File: src/core/airc_defs.vh
`ifndef AIRC_DEFS_VH
`define AIRC_DEFS_VH
// Register byte addresses on the APB port.
`define AIRC_ADDR_INPUT_CLOCK 12'h000
`define AIRC_ADDR_REFERENCE 12'h004
`define AIRC_ADDR_CHANNEL 12'h008
`define AIRC_ADDR_PIN_ENABLE 12'h00c
`define AIRC_ADDR_STATUS 12'h010
// Reset values.
`define AIRC_RST_INPUT_CLOCK 8'h00
`define AIRC_RST_REFERENCE 8'h00
`define AIRC_RST_CHANNEL 3'h0
`define AIRC_RST_PIN_ENABLE 8'hff
// Field positions in the input and clock control register.
`define AIRC_CKDIV_LSB 0
`define AIRC_CKDIV_MSB 2
`define AIRC_INSRC_LSB 5
`define AIRC_INSRC_MSB 7
// Field positions in the reference control register.
`define AIRC_REFSRC_LSB 0
`define AIRC_REFSRC_MSB 3
`define AIRC_REFOUT_BIT 4
`define AIRC_EXTREF_BIT 5
`define AIRC_BGEN_BIT 6
`define AIRC_AMPEN_BIT 7
// Field positions in the channel select and status registers.
`define AIRC_CHAN_LSB 0
`define AIRC_CHAN_MSB 2
`define AIRC_STATUS_LSB 0
`define AIRC_STATUS_MSB 3
// Writable bit mask of the input and clock control register.
`define AIRC_MASK_INPUT_CLOCK 8'he7
// Input source codes.
`define AIRC_IN_EXT_A 3'h0
`define AIRC_IN_VDD 3'h1
`define AIRC_IN_VDD2 3'h2
`define AIRC_IN_VDD4 3'h3
`define AIRC_IN_EXT_B 3'h4
`define AIRC_IN_VR 3'h5
`define AIRC_IN_VR2 3'h6
`define AIRC_IN_VR4 3'h7
// Reference source codes.
`define AIRC_REF_VDD 4'h0
`define AIRC_REF_EXT1 4'h1
`define AIRC_REF_EXT2 4'h2
`define AIRC_REF_EXT3 4'h3
`define AIRC_REF_EXT4 4'h4
`define AIRC_REF_RSVD 4'h9
`define AIRC_REF_BG2 4'ha
`define AIRC_REF_BG3 4'hb
`define AIRC_REF_BG4 4'hc
// Reference path selector encoding.
`define AIRC_PATH_VDD 2'h0
`define AIRC_PATH_EXT 2'h1
`define AIRC_PATH_BG 2'h2
// Internal signal selector encoding.
`define AIRC_SIG_EXT 3'h0
`define AIRC_SIG_VDD 3'h1
`define AIRC_SIG_VDD2 3'h2
`define AIRC_SIG_VDD4 3'h3
`define AIRC_SIG_VR 3'h5
`define AIRC_SIG_VR2 3'h6
`define AIRC_SIG_VR4 3'h7
`endif

File: src/core/airc_adc_ctrl.v
// What this block does
// - Converter clock is system clock over 2^code.
// - Amplifier enable exposes amplified reference to converter.
// - Bandgap on when enabled and used by a bandgap reference or the amplifier, or needed by the supply monitors.
// - Bits select reference input and output pins.
// - Reference code picks supply, pin, or bandgap.
// - Bandgap reference disconnects supply and pin paths.
// - Analog enable removes pin digital functions.
// - Analog enable removes pin pull-high.
// - Analog enable overrides pin direction control.
// - Source 000 or 100 converts external channel.
// - Other source codes pick internal signals.
// - Internal signal disconnects all external channels.
// - Reference gain 1 to 4 except supply.
// - Selected reference drives reference output pin.
// - Eight analog enables reset to one.
`include "airc_defs.vh"
module airc_adc_ctrl #(
  parameter NPINS = 8
) (
  input wire clk,
  input wire reset_n,
  input wire psel,
  input wire penable,
  input wire pwrite,
  input wire [11:0] paddr,
  input wire [31:0] pwdata,
  output reg [31:0] prdata,
  output reg pready,
  output reg pslverr,
  input wire supply_drop_detector_en,
  input wire supply_drop_reset_en,
  input wire [NPINS-1:0] pin_pull_high_cfg,
  input wire [NPINS-1:0] pin_output_enable_cfg,
  output reg conv_clk_en,
  output reg bandgap_power,
  output reg ref_amp_power,
  output reg [1:0] ref_path_sel,
  output reg ref_supply_connect,
  output reg ref_ext_pin_connect,
  output reg ref_bandgap_connect,
  output reg [2:0] ref_gain,
  output reg ref_output_drive,
  output reg ext_ref_pin_func,
  output reg ref_output_pin_func,
  output reg [2:0] conv_signal_sel,
  output reg [NPINS-1:0] channel_connect,
  output reg [NPINS-1:0] pin_digital_disable,
  output reg [NPINS-1:0] pin_pull_high_eff,
  output reg [NPINS-1:0] pin_output_enable_eff
);

  // Software-visible configuration registers, then divider and read-mux working signals.
  reg [7:0] input_clock_reg;
  reg [7:0] reference_reg;
  reg [2:0] channel_reg;
  reg [NPINS-1:0] analog_pin_enable_reg;
  reg [6:0] div_count_reg;
  reg [6:0] div_count_next;
  reg [6:0] div_mask;
  reg conv_clk_en_next;
  reg [31:0] rdata_next;
  reg addr_ok;
  // Next values of the APB answer flops.
  reg pready_next;
  reg pslverr_next;
  reg [31:0] prdata_next;
  // Shared reference path decode, then next values of the analog control flops.
  reg [1:0] ref_path_now;
  reg bandgap_power_next;
  reg ref_amp_power_next;
  reg [1:0] ref_path_sel_next;
  reg ref_supply_connect_next;
  reg ref_ext_pin_connect_next;
  reg ref_bandgap_connect_next;
  reg [2:0] ref_gain_next;
  reg ref_output_drive_next;
  reg ext_ref_pin_func_next;
  reg ref_output_pin_func_next;
  reg [2:0] conv_signal_sel_next;
  reg [NPINS-1:0] channel_connect_next;
  reg [NPINS-1:0] pin_digital_disable_next;
  reg [NPINS-1:0] pin_pull_high_eff_next;
  reg [NPINS-1:0] pin_output_enable_eff_next;

  // Named fields of the two control registers.
  wire [2:0] conv_clock_div_sel = input_clock_reg[`AIRC_CKDIV_MSB:`AIRC_CKDIV_LSB];
  wire [2:0] input_source_sel = input_clock_reg[`AIRC_INSRC_MSB:`AIRC_INSRC_LSB];
  wire [3:0] reference_source_sel = reference_reg[`AIRC_REFSRC_MSB:`AIRC_REFSRC_LSB];
  wire ref_amplifier_enable = reference_reg[`AIRC_AMPEN_BIT];
  wire bandgap_enable = reference_reg[`AIRC_BGEN_BIT];
  wire ext_ref_pin_select = reference_reg[`AIRC_EXTREF_BIT];
  wire ref_output_pin_select = reference_reg[`AIRC_REFOUT_BIT];

  // Setup phase of the APB handshake.
  wire apb_setup = psel & ~penable;
  // A write lands only on the edge where pready is sampled high, so a held access phase never writes twice.
  wire apb_write = psel & penable & pwrite & pready;

  // Reference path for a reference code; reserved and unlisted codes fall back to supply.
  function [1:0] ref_path;
    input [3:0] code;
    begin
      case (code)
        `AIRC_REF_EXT1, `AIRC_REF_EXT2, `AIRC_REF_EXT3, `AIRC_REF_EXT4: ref_path = `AIRC_PATH_EXT;
        `AIRC_REF_BG2, `AIRC_REF_BG3, `AIRC_REF_BG4: ref_path = `AIRC_PATH_BG;
        default: ref_path = `AIRC_PATH_VDD;
      endcase
    end
  endfunction

  // Amplifier gain for a reference code; supply sources bypass the amplifier with gain one.
  function [2:0] ref_gain_of;
    input [3:0] code;
    begin
      case (code)
        `AIRC_REF_EXT2, `AIRC_REF_BG2: ref_gain_of = 3'h2;
        `AIRC_REF_EXT3, `AIRC_REF_BG3: ref_gain_of = 3'h3;
        `AIRC_REF_EXT4, `AIRC_REF_BG4: ref_gain_of = 3'h4;
        default: ref_gain_of = 3'h1;
      endcase
    end
  endfunction

  // True when the input source code picks an external channel.
  function is_external;
    input [2:0] src;
    begin
      is_external = (src == `AIRC_IN_EXT_A) || (src == `AIRC_IN_EXT_B);
    end
  endfunction

  // Register writes land on the access edge; the slave never waits.
  always @(posedge clk or negedge reset_n) begin
    if (!reset_n) begin
      input_clock_reg <= `AIRC_RST_INPUT_CLOCK;
      reference_reg <= `AIRC_RST_REFERENCE;
      channel_reg <= `AIRC_RST_CHANNEL;
      analog_pin_enable_reg <= {NPINS{1'b1}};
    end else if (apb_write) begin
      case (paddr)
        // Bits 4 and 3 are not implemented, so the mask keeps them at zero.
        `AIRC_ADDR_INPUT_CLOCK: begin
          input_clock_reg <= pwdata[7:0] & `AIRC_MASK_INPUT_CLOCK;
        end
        // Every bit of the reference control register is writable.
        `AIRC_ADDR_REFERENCE: begin
          reference_reg <= pwdata[7:0];
        end
        // Only the channel field is kept.
        `AIRC_ADDR_CHANNEL: begin
          channel_reg <= pwdata[`AIRC_CHAN_MSB:`AIRC_CHAN_LSB];
        end
        // One enable bit per shared pin.
        `AIRC_ADDR_PIN_ENABLE: begin
          analog_pin_enable_reg <= pwdata[NPINS-1:0];
        end
        // Unmapped and read-only addresses store nothing.
        default: begin
        end
      endcase
    end
  end

  // Read mux; the status word shows the live power and path state.
  always @* begin
    rdata_next = 32'h00000000;
    addr_ok = 1'b1;
    case (paddr)
      `AIRC_ADDR_INPUT_CLOCK: rdata_next[7:0] = input_clock_reg;
      `AIRC_ADDR_REFERENCE: rdata_next[7:0] = reference_reg;
      `AIRC_ADDR_CHANNEL: rdata_next[`AIRC_CHAN_MSB:`AIRC_CHAN_LSB] = channel_reg;
      `AIRC_ADDR_PIN_ENABLE: rdata_next[NPINS-1:0] = analog_pin_enable_reg;
      // The status word is read-only; a write to it is taken and ignored.
      `AIRC_ADDR_STATUS: rdata_next[`AIRC_STATUS_MSB:`AIRC_STATUS_LSB] = {ref_path_sel, ref_amp_power, bandgap_power};
      default: addr_ok = 1'b0;
    endcase
  end

  // Zero-wait APB answer: pready rises as the access phase begins.
  always @* begin
    pready_next = apb_setup;
    pslverr_next = apb_setup & ~addr_ok;
    // Idle read data is zero so a stale word never sits on the bus.
    prdata_next = 32'h00000000;
    if (apb_setup && !pwrite) begin
      prdata_next = rdata_next;
    end
  end

  // Answer flops; the mux is sampled at the setup edge, so read data stands in the access cycle.
  always @(posedge clk or negedge reset_n) begin
    if (!reset_n) begin
      prdata <= 32'h00000000;
      pready <= 1'b0;
      pslverr <= 1'b0;
    end else begin
      pready <= pready_next;
      pslverr <= pslverr_next;
      prdata <= prdata_next;
    end
  end

  // Free-running counter; a mask of low bits gives a pulse every 2^code cycles.
  // Code seven shifts the one out of the seven bits and the subtraction wraps to the all-ones mask.
  // The counter is never restarted, so the first period after a code change may be short.
  always @* begin
    div_count_next = div_count_reg + 7'h01;
    div_mask = (7'h01 << conv_clock_div_sel) - 7'h01;
    conv_clk_en_next = ((div_count_reg & div_mask) == 7'h00);
  end

  // Counter and enable flop.
  always @(posedge clk or negedge reset_n) begin
    if (!reset_n) begin
      div_count_reg <= 7'h00;
      conv_clk_en <= 1'b0;
    end else begin
      div_count_reg <= div_count_next;
      conv_clk_en <= conv_clk_en_next;
    end
  end

  // Reference path decoded once and shared by the power and switch logic.
  always @* begin
    ref_path_now = ref_path(reference_source_sel);
    // Bandgap stays up for the supply monitors even when the converter drops it.
    bandgap_power_next = (bandgap_enable && ((ref_path_now == `AIRC_PATH_BG) || ref_amplifier_enable)) ||
                         supply_drop_detector_en || supply_drop_reset_en;
    ref_amp_power_next = ref_amplifier_enable;
    ref_path_sel_next = ref_path_now;
    // Only one source switch closes at a time, so a bandgap reference opens the other two.
    ref_supply_connect_next = (ref_path_now == `AIRC_PATH_VDD);
    // The pin path also waits for the pin to be claimed, else it would fight the pin's other role.
    ref_ext_pin_connect_next = (ref_path_now == `AIRC_PATH_EXT) && ext_ref_pin_select;
    ref_bandgap_connect_next = (ref_path_now == `AIRC_PATH_BG);
    // Supply codes bypass the amplifier and report unity gain.
    ref_gain_next = ref_gain_of(reference_source_sel);
    // The output buffer follows its select bit and carries whichever reference is chosen.
    ref_output_drive_next = ref_output_pin_select;
    ext_ref_pin_func_next = ext_ref_pin_select;
    ref_output_pin_func_next = ref_output_pin_select;
  end

  // Converted signal and channel switches; internal codes pass through as the selector.
  always @* begin
    if (is_external(input_source_sel)) begin
      conv_signal_sel_next = `AIRC_SIG_EXT;
      channel_connect_next = analog_pin_enable_reg & ({{(NPINS-1){1'b0}}, 1'b1} << channel_reg);
    end else begin
      // Internal signals open every channel switch so no pad fights the internal node.
      conv_signal_sel_next = input_source_sel;
      channel_connect_next = {NPINS{1'b0}};
    end
  end

  // Pin overrides: an analog pin loses digital function, pull-high and direction control.
  // The configured settings are kept, so clearing an enable gives the pin its old setup back.
  always @* begin
    pin_digital_disable_next = analog_pin_enable_reg;
    pin_pull_high_eff_next = pin_pull_high_cfg & ~analog_pin_enable_reg;
    pin_output_enable_eff_next = pin_output_enable_cfg & ~analog_pin_enable_reg;
  end

  // Analog control outputs are registered so each pad sees a clean level.
  always @(posedge clk or negedge reset_n) begin
    if (!reset_n) begin
      bandgap_power <= 1'b0;
      ref_amp_power <= 1'b0;
      ref_path_sel <= `AIRC_PATH_VDD;
      ref_supply_connect <= 1'b1;
      ref_ext_pin_connect <= 1'b0;
      ref_bandgap_connect <= 1'b0;
      ref_gain <= 3'h1;
      ref_output_drive <= 1'b0;
      ext_ref_pin_func <= 1'b0;
      ref_output_pin_func <= 1'b0;
      conv_signal_sel <= `AIRC_SIG_EXT;
      channel_connect <= {NPINS{1'b0}};
      pin_digital_disable <= {NPINS{1'b1}};
      pin_pull_high_eff <= {NPINS{1'b0}};
      pin_output_enable_eff <= {NPINS{1'b0}};
    end else begin
      bandgap_power <= bandgap_power_next;
      ref_amp_power <= ref_amp_power_next;
      ref_path_sel <= ref_path_sel_next;
      ref_supply_connect <= ref_supply_connect_next;
      ref_ext_pin_connect <= ref_ext_pin_connect_next;
      ref_bandgap_connect <= ref_bandgap_connect_next;
      ref_gain <= ref_gain_next;
      ref_output_drive <= ref_output_drive_next;
      ext_ref_pin_func <= ext_ref_pin_func_next;
      ref_output_pin_func <= ref_output_pin_func_next;
      conv_signal_sel <= conv_signal_sel_next;
      channel_connect <= channel_connect_next;
      pin_digital_disable <= pin_digital_disable_next;
      pin_pull_high_eff <= pin_pull_high_eff_next;
      pin_output_enable_eff <= pin_output_enable_eff_next;
    end
  end

endmodule

File: config.mk
export PLATFORM = sky130hd
export DESIGN_NAME = airc_adc_ctrl
export DESIGN_NICKNAME = d
export VERILOG_FILES = /design/src/core/airc_adc_ctrl.v
export VERILOG_INCLUDE_DIRS = /design/src /design/src/core
export SDC_FILE = /design/constraint.sdc
export NUM_CORES = 1
export LEC_CHECK = 0
export ABC_AREA = 1
export BUFFER_PORTS_ARGS = -buffer_cell sky130_fd_sc_hd__buf_2
export CAP_MARGIN = 20
export CORE_MARGIN = 2
export CORE_UTILIZATION = 49
export DETAILED_ROUTE_END_ITERATION = 7
export PLACE_DENSITY = 0.92
export RECOVER_POWER = 100
export SLEW_MARGIN = 20
export SYNTH_ARGS = -nofsm -noshare
export SYNTH_HDL_FRONTEND = slang
export SYNTH_SLANG_ARGS = --single-unit
File: constraint.sdc
create_clock -name clk -period 1.8 [get_ports clk]
set_clock_uncertainty 0.05 [all_clocks]
set_input_delay 0.27 -clock clk [delete_from_list [all_inputs] [get_ports clk]]
set_output_delay 0.27 -clock clk [all_outputs]
set_load 0.02 [all_outputs]
# ---- Word-level counts from Yosys, hierarchy flattened
# Index checks and enable logic that the tools add are counted.
dict set report classes {
  n_reduce_logical 22
  shift 2
  bitwise_logic 12
  addsub 2
  mux 9
  n_eq_ne 14
}
# op count
set ops {}
lappend ops {{bitwise AND 8 bit} 3}
lappend ops {{equality test 12 x 4 -> 1 bit (second input constant)} 2}
lappend ops {{two-way mux 8 bit} 2}
lappend ops {{case mux 3 bit (5 select lines)} 1}
lappend ops {{equality test 12 x 3 -> 1 bit (second input constant)} 1}
lappend ops {{equality test 12 x 5 -> 1 bit (second input constant)} 1}
lappend ops {{equality test 4 bit (second input constant)} 3}
lappend ops {{zero test 12 bit} 1}
lappend ops {{case mux 4 bit (3 select lines)} 1}
lappend ops {{case mux 3 bit (3 select lines)} 1}
lappend ops {{equality test 4 x 2 -> 1 bit (second input constant)} 2}
lappend ops {{NOT 8 bit} 1}
lappend ops {{AND reduction 2 bit} 4}
lappend ops {{left shift 1 x 3 -> 8 bit (first input constant)} 1}
lappend ops {{adder 7 x 1 -> 7 bit (second input constant)} 1}
lappend ops {{bitwise AND 7 bit} 1}
lappend ops {{zero test 7 bit} 1}
lappend ops {{left shift 1 x 3 -> 7 bit (first input constant)} 1}
lappend ops {{subtractor 7 x 1 -> 7 bit (second input constant)} 1}
lappend ops {{OR reduction 2 bit} 3}
lappend ops {{bitwise AND 1 bit} 5}
lappend ops {{OR reduction 5 bit} 1}
lappend ops {{equality test 4 x 1 -> 1 bit (second input constant)} 1}
lappend ops {{equality test 4 x 3 -> 1 bit (second input constant)} 1}
lappend ops {{15 further kinds} 21}
dict set report word_totals {
  in_bits 67
  output_inout_bits 83
  register_bits 114
  elab_cells 84
}

# ---- Depth between registers and ports, before layout
# Gate-level depths: netlist of run 1.
dict set report logic_depth {
  ltp_word 8
  ltp_mapped 8
  mapped_depth_nobuf 8
}

# ---- Worst setup path before layout of run 1
# OpenSTA, ideal clock, no wires.
dict set report synth_path {
  kind {register to register}
  startpoint {register pready}
  endpoint {register reference_reg[5]}
  path_stages_with_launch 7
  setup_slack_ns 0.345
  n_path_buf 1
  synth_period_minus_slack_ns 1.455
  setup_ns 0.118
  arrival_time_ns 1.286
  path_cell_list {dfrtp_1 > nand4_2 > inv_1 > nand3_4 > buf_6 > nand2_1 > o21ai_2}
}
dict set report synth_via {
  elab_chain_cells 2
}
# element line
set synth_lines {}
lappend synth_lines {{from (decl)} airc_adc_ctrl.v:29} ;# output reg pready,
lappend synth_lines {{from (signal assigned)} airc_adc_ctrl.v:198} ;# pready <= pready_next;
lappend synth_lines {{bitwise AND 1 bit} airc_adc_ctrl.v:98} ;# wire apb_write = psel & penable & pwrite & pready;
lappend synth_lines {{AND reduction 2 bit (no line)} n/a}
lappend synth_lines {{to (signal assigned)} airc_adc_ctrl.v:137} ;# reference_reg <= `AIRC_RST_REFERENCE;
lappend synth_lines {{to (signal assigned)} airc_adc_ctrl.v:148} ;# reference_reg <= pwdata[7:0];
lappend synth_lines {{to (decl)} airc_adc_ctrl.v:55} ;# reg [7:0] reference_reg;
# No other way between the ends.
# A chain may end at the register's enable or synchronous reset.

# ---- Worst setup path in the final report of run 1
dict set report layout_path {
  startpoint {register input_clock_reg[2]}
  endpoint {register conv_clk_en}
}
dict set report layout_via {
  elab_chain_cells 4
}
# element line
set layout_lines {}
lappend layout_lines {{from (decl)} airc_adc_ctrl.v:54} ;# reg [7:0] input_clock_reg;
lappend layout_lines {{from (signal assigned)} airc_adc_ctrl.v:136} ;# input_clock_reg <= `AIRC_RST_INPUT_CLOCK;
lappend layout_lines {{from (signal assigned)} airc_adc_ctrl.v:144} ;# input_clock_reg <= pwdata[7:0] & `AIRC_MASK_INPUT_CLOCK;
lappend layout_lines {{left shift 1 x 3 -> 7 bit} airc_adc_ctrl.v:209} ;# div_mask = (7'h01 << conv_clock_div_sel) - 7'h01;
lappend layout_lines {{subtractor 7 x 1 -> 7 bit} airc_adc_ctrl.v:209}
lappend layout_lines {{bitwise AND 7 bit} airc_adc_ctrl.v:210} ;# conv_clk_en_next = ((div_count_reg & div_mask) == 7'h00);
lappend layout_lines {{zero test 7 bit} airc_adc_ctrl.v:210}
lappend layout_lines {{via conv_clk_en_next} airc_adc_ctrl.v:61} ;# reg conv_clk_en_next;
lappend layout_lines {{to (signal assigned)} airc_adc_ctrl.v:220} ;# conv_clk_en <= conv_clk_en_next;
lappend layout_lines {{to (decl)} airc_adc_ctrl.v:35} ;# output reg conv_clk_en,
# The timed path passes the listed nets, and every way through them passes these cells.

==> flow_summary.ini, run 1 <==
[synthesis]
synth-compound-area-share_pct = 6.83
synth-xor-area-share_pct = 1.11
synthesis.yosys.warnings = 0
synth_cell_types = 31
synth_flop_cell = dfrtp_1
syn-cell-area_um2 = 3960
synth.area.top_cells = dfrtp_1, dfstp_2, nor2_1
yosysSeqAreaShare_pct = 57.5
postSynthCellCount = 391
synth_edf_count = 0
synth_largest_area_cell = dfrtp_1
synth_most_common_cell = dfrtp_1
ys_ff_latch = 90
ys_top_cells_by_count = dfrtp_1, nor2_1, inv_1
avgSynthCellArea_um2 = 10.1
synth-simple-area-share_pct = 22.3
synth-adder-area-share_pct = 0.633
synth.area.mux_share_pct = 0
async_reset_ff_share_pct = 100
synth_top_area_share_pct = 45.6
synth_top_family_by_area = simple AND/OR/NAND/NOR gates

[drt]
final_antenna_net_count = 0
drt-wirelength-per-cell_um = 14.2
first_pass_iters = 4
drt_wl_total_um = 8590
vias = 2901
first_iter_violations = 128
viasPerCell = 4.80
drc = 0

[setup_path]
crit_top_cell = inv_1
slowest_stage = dfrtp_1
path_depth = 7
path_cells = inv_1 > nand2_1 > ha_1 > inv_1 > nor3_1 > o21ai_0 > nor2_1
r2r_cells = 7
startpoint = input_clock_reg[2]
timing.critical_path.buf_inv = 2
r2r_slack_ps = 170
endpoint_kind = flop
worst-setup-path-type = flop to flop
critPathMaxFanout = 6
crit_path_end = conv_clk_en
cp.arrival_ps = 1880
reg2reg_from = input_clock_reg[2]
cpPeakStageDelay_ps = 460
r2r-end = conv_clk_en
cp.required_ps = 2050
crit_family = flip-flops
crit_path_start_kind = flop

[power]
p_leak_nw = 2.18
p_int_mw = 2.78
p_sw_mw = 0.948
ir_drop_mv = 0.384
combinationalPowerShare_pct = 6.5
p_seq_share_pct = 55.1
swShare_pct = 25.5
clockPowerShare_pct = 38.4
pwr_density_cell_nw_per_um2 = 831

[die]
core_area_um2 = 7770
initial_core_util_pct = 50.9
die_area_um2 = 8810
dieHeight_um = 93.8
die_w_um = 93.8
row_count = 32
num_io_pins = 150

[min_path]
whs_path_depth = 2
hold_path_class = input pin to flop

[sta]
slew-limit-headroom_pct = 35.4
finalSetupTns_ps = 0
final-max-slew-violation-count = 0
fmax_mhz = 614
hold_viol_final = 0
setup_ws_ps = 172
min_period_over_period_pct = 90.4
rsz0062_at_grt = no
min_period_ps = 1630
finalSetupViolCount = 0
worst_pin_slew_ps = 970

[grt]
grt_use_total_pct = 20.6
antenna_found_initial = 0
grt_pass1_wl_um = 13700
overflow = 0
grt_max_degree = 40
grt_pass1_vias = 2945

[clocking]
cts_buffer_depth = 2
cts_tree = yes
cts.reportedPaths.clkPinSlew_ps = 100
clk_latency_ps = 360
clockRootBuffer = clkbuf_8
cts_buffers = 9
clock_sinks = 90
htree_num_levels = 3
cts_setup_buffers = 0

[final_layout]
drive_above_1_share_pct = 19.1
fillers = 714
syn2layout_area_growth_pct = 13.3
stdcell_count = 605
final_nets = 567
diodes = 0

[place]
gp_congestion = 0.872
port_buffers = 101
placed_cells = 588
hpwl_um = 6540
pre_cts_ws_ps = 162

[outcome]
status = completed

[job]
maxCapViolCount = 0
-- per-layer routing --
layer / routed length (um) / global-route usage (%)
met1: 3420 / 23.7
met4: 176 / 8.09
met5: 0 / 0
met3: 694 / 6.26
met2: 4300 / 35.7
-- timing repair --
action / 4_1_cts / 5_1_grt
hold buffers: 1 / 0
gates resized for setup: 0 / 0
hold endpoints to repair: 27 / 0
-- cell usage in the layout (no fill, tap or decap), drive strengths merged --
cell type    instances
nor2                61
dlygate4sd3          1
clkbuf              72
ha                   2
a21oi                2
xor2                 5
o221ai               1
inv                 55
nand3b               1
bufinv               1
nand3               39
nand4                1
o211ai               1
buf                 41
dfrtp               72
nor3b                5
o21ai               33
clkinvlp             1
conb                24
nand2               59
and2                 1
nor3                 5
dfstp               18
clkinv               2
-- cell families (layout without fill, tap and decap cells) --
kind of cell,count (synthesis),count (layout)
AOI/OAI and AO/OA,37,37
xor gates and xnor gates,5,5
adders and majority gates,2,2
buffers and inverters,84,173
DFF,90,90
other,1,24
and+or+nand+nor,172,172
-- power by group through the flow --
| stage | clock network (mW) | logic, mW | registers, mW |
|---|---|---|---|
| finish | 1.43 | 0.242 | 2.05 |
| CTS | 1.46 | 0.260 | 2.05 |
| global route | 1.55 | 0.269 | 2.05 |
| floorplan | 0 | 0.134 | 2.12 |
| global placement | 0 | 0.247 | 2.09 |
| detailed placement | 0 | 0.258 | 2.09 |
-- layout make-up --
type,count,area [um^2],share of cell area [%]
Inverter,52,195,4.36
Clock buffer,9,124,2.76
Timing Repair Buffer,105,472,10.5
Multi-Input combinational cell,240,1200,26.8
Tap cell,102,128,2.85
Sequential cell,90,2270,50.8
Clock inverter,7,86.3,1.93
-- worst min path at each step --
stage                 start            endpoint  slack [ps]
global placement    reset_n  conv_signal_sel[0]         210
detailed placement  reset_n  conv_signal_sel[2]         220
CTS                 penable              pready          30
global route        penable              pready          30
floorplan           reset_n       bandgap_power         -80
finish              penable              pready          30
-- worst register-to-register path, delay by kind of cell (launching register included) --
family	cells	cell delay, ps
simple gates	3	460
flops	1	460
compound gates	1	130
fa+ha+maj	1	220
buf+inv	2	240
-- through the flow --
step | util [%] | area, um^2 | total power, mW | hold slack [ps]
floorplan | - | 4040 | 2.25 | -75.6
CTS | 60.1 | 4670 | 3.77 | 29.4
global placement | 57.3 | 4450 | 2.34 | 208
global route | 57.7 | 4480 | 3.87 | 32.9
detailed placement | 57.3 | 4450 | 2.35 | 220
finish | 57.7 | 4480 | 3.72 | 33.2
Note: power is estimated with default switching activity, not from simulation.
==> inputs of run 2 (changes only) <==
Settings changed: BUFFER_PORTS_ARGS -buffer_cell sky130_fd_sc_hd__buf_2 to default, CORE_UTILIZATION 49 to 55, DONT_BUFFER_PORTS from default to 1, MAX_ROUTING_LAYER from default to met4, PLACE_DENSITY 0.92 to 0.82.
==> run 2 against run 1 <==
Against the previous run:
- the run now ends with negative hold slack left
- final area is 3.9% lower
- non-clock buffer count down 75
- flip-flop and latch count unchanged
- die area decreased by 10%
- via count fell by 7.7%
- setup slack improved by 35 ps
- sequential share of layout area rose by 2.1 points
- critical path type is now input pin to flop
- critical endpoint is now prdata[1]
- highest routed layer unchanged
==> flow_summary.ini, run 2 (synthesized netlist as in run 1, its figures left out) <==
[outcome]
status = complete, but fails checks
violations = negative hold slack

[clocking]
htree_num_levels = 3
holdBufCountCts = 27
clk_latency_ps = 380
cts_tree = yes
clockRootBuffer = clkbuf_8
cts-resized-gates = 0
cts_buffers = 9
cts.reportedPaths.clkPinSlew_ps = 100
clock_sinks = 90
cts_buffer_depth = 2
cts_setup_buffers = 0

[setup_path]
cp.arrival_ps = 1850
critPathMaxFanout = 15
crit_path_start_kind = input pin
cp.required_ps = 2060
endpoint_kind = flop
worst-setup-path-type = input pin to flop
r2r_cells = 8
reg2reg_from = input_clock_reg[1]
r2r_slack_ps = 210
crit_path_end = prdata[1]
path_depth = 8
crit_top_cell = nor2_1
cpPeakStageDelay_ps = 700
r2r-end = conv_clk_en
startpoint = paddr[11]
path_cells = nor2_1 > nand2_1 > nor2_2 > clkbuf_1 > nand3_1 > nand3_1 > nor2_1 > nor2_1
timing.critical_path.buf_inv = 1
slowest_stage = nor2_2
crit_family = simple AND/OR/NAND/NOR gates

[power]
combinationalPowerShare_pct = 4.1
p_seq_share_pct = 56.7
clockPowerShare_pct = 39.2
p_leak_nw = 2.05
swShare_pct = 24.7
pwr_density_cell_nw_per_um2 = 851
p_sw_mw = 0.903
ir_drop_mv = 0.436
finalPower_mw = 3.66
p_int_mw = 2.76

[sta]
rsz0062_at_grt = no
min_period_over_period_pct = 88.5
final-max-slew-violation-count = 0
finalSetupViolCount = 0
timing.hold.ws_ps = -479
finalSetupTns_ps = 0
fmax_mhz = 628
worst_pin_slew_ps = 884
min_period_ps = 1590
slew-limit-headroom_pct = 41.0
hold_viol_final = 91

[place]
port_buffers = 0
gp_congestion = 0.866
hpwl_um = 5580

[job]
maxCapViolCount = 0

[drt]
viasPerCell = 5.11
first_iter_violations = 161
vias = 2677
first_pass_iters = 4
drc = 0
final_antenna_net_count = 0
drt_wl_total_um = 8180
drt-wirelength-per-cell_um = 15.6

[die]
row_count = 30
die_w_um = 88.8
core_area_um2 = 6870
num_io_pins = 150
dieHeight_um = 88.8
die_area_um2 = 7890
initial_core_util_pct = 57.6

[final_layout]
drive_above_1_share_pct = 10.5
final_common_cell = dfrtp_1
final_cell_mix = dfrtp_1, nor2_1, inv_1, nand2_1, nand3_1
final_nets = 492
fillers = 575
syn2layout_area_growth_pct = 8.86
diodes = 0

[min_path]
hold_path_class = input pin to asynchronous set/reset pin

[grt]
grt_max_degree = 91
grt_use_met2_pct = 38.8
met1_usage_pct = 25.3
overflow = 0
grt_pass1_vias = 2742
antenna_found_initial = 0
grt_use_total_pct = 22.7
grt_busiest_layer = met2
grt_pass1_wl_um = 12800
grt_use_met3_pct = 6.16
[run 2: changes by cell type in the layout (fill, tap and decap cells not counted), moves of 2 or more]
cell,delta
inv_8,-2
nand3_2,-2
buf_2,-40
clkbuf_1,-58
dfstp_2,-10
dfstp_1,+10
nand3_4,+3
inv_6,+3
dlygate4sd3_1,+26
[run 2: final cells by class]
class                      count  area, um^2  share of cell area, %
sequential                    90        2270                   52.8
multi-input combinational    240        1230                   28.5
timing repair buffer          30         282                   6.54
inverter                      52         195                   4.53
clock buffer                   9         124                   2.88
tap                           96         120                   2.79
clock inverter                 7        81.3                   1.89
[run 2: routing by layer]
layer	share of wire [%]	vias to the layer above	routed length [um]
met4	2.0	0	161
met1	39	1299	3210
li1	-	1236	-
met5	0	-	0
met2	50	128	4080
met3	8.8	14	722
[run 2: worst min path at each step]
stage | startpoint | end
floorplan | reset_n | bandgap_power
global placement | reset_n | pin_output_enable_eff[4]
detailed placement | reset_n | pin_output_enable_eff[1]
CTS | reset_n | pin_output_enable_eff[1]
global route | reset_n | pin_output_enable_eff[4]
finish | reset_n | pin_pull_high_eff[6]
[run 2: power groups by stage]
stage	sequential (mW)	combinational, mW	clock (mW)
floorplan	2.12	0.134	0
global placement	2.12	0.103	0
detailed placement	2.12	0.107	0
CTS	2.08	0.156	1.44
global route	2.08	0.164	1.54
finish	2.08	0.151	1.43
[run 2: metrics by stage]
step	hold WS, ps	util (%)	setup WS (ps)	std cells	cell area (um^2)
2_1_floorplan	-75.6	-	345	414	4040
3_3_place_gp	-73.1	57.1	321	481	3920
3_5_place_dp	-73.2	57.1	282	481	3920
4_1_cts	-476	64.0	234	524	4400
5_1_grt	-491	62.7	75.6	524	4310
6_report	-479	62.7	207	524	4310
[run 2: worst register-to-register path, cell delays in order (launching register included)]
cell	delay, ps
dfrtp_1	460
nor2_1	190
nand2_1	90
ha_1	260
nand3_1	130
nand2_1	70
o211ai_1	80
o21ai_0	100
nor2_1	110
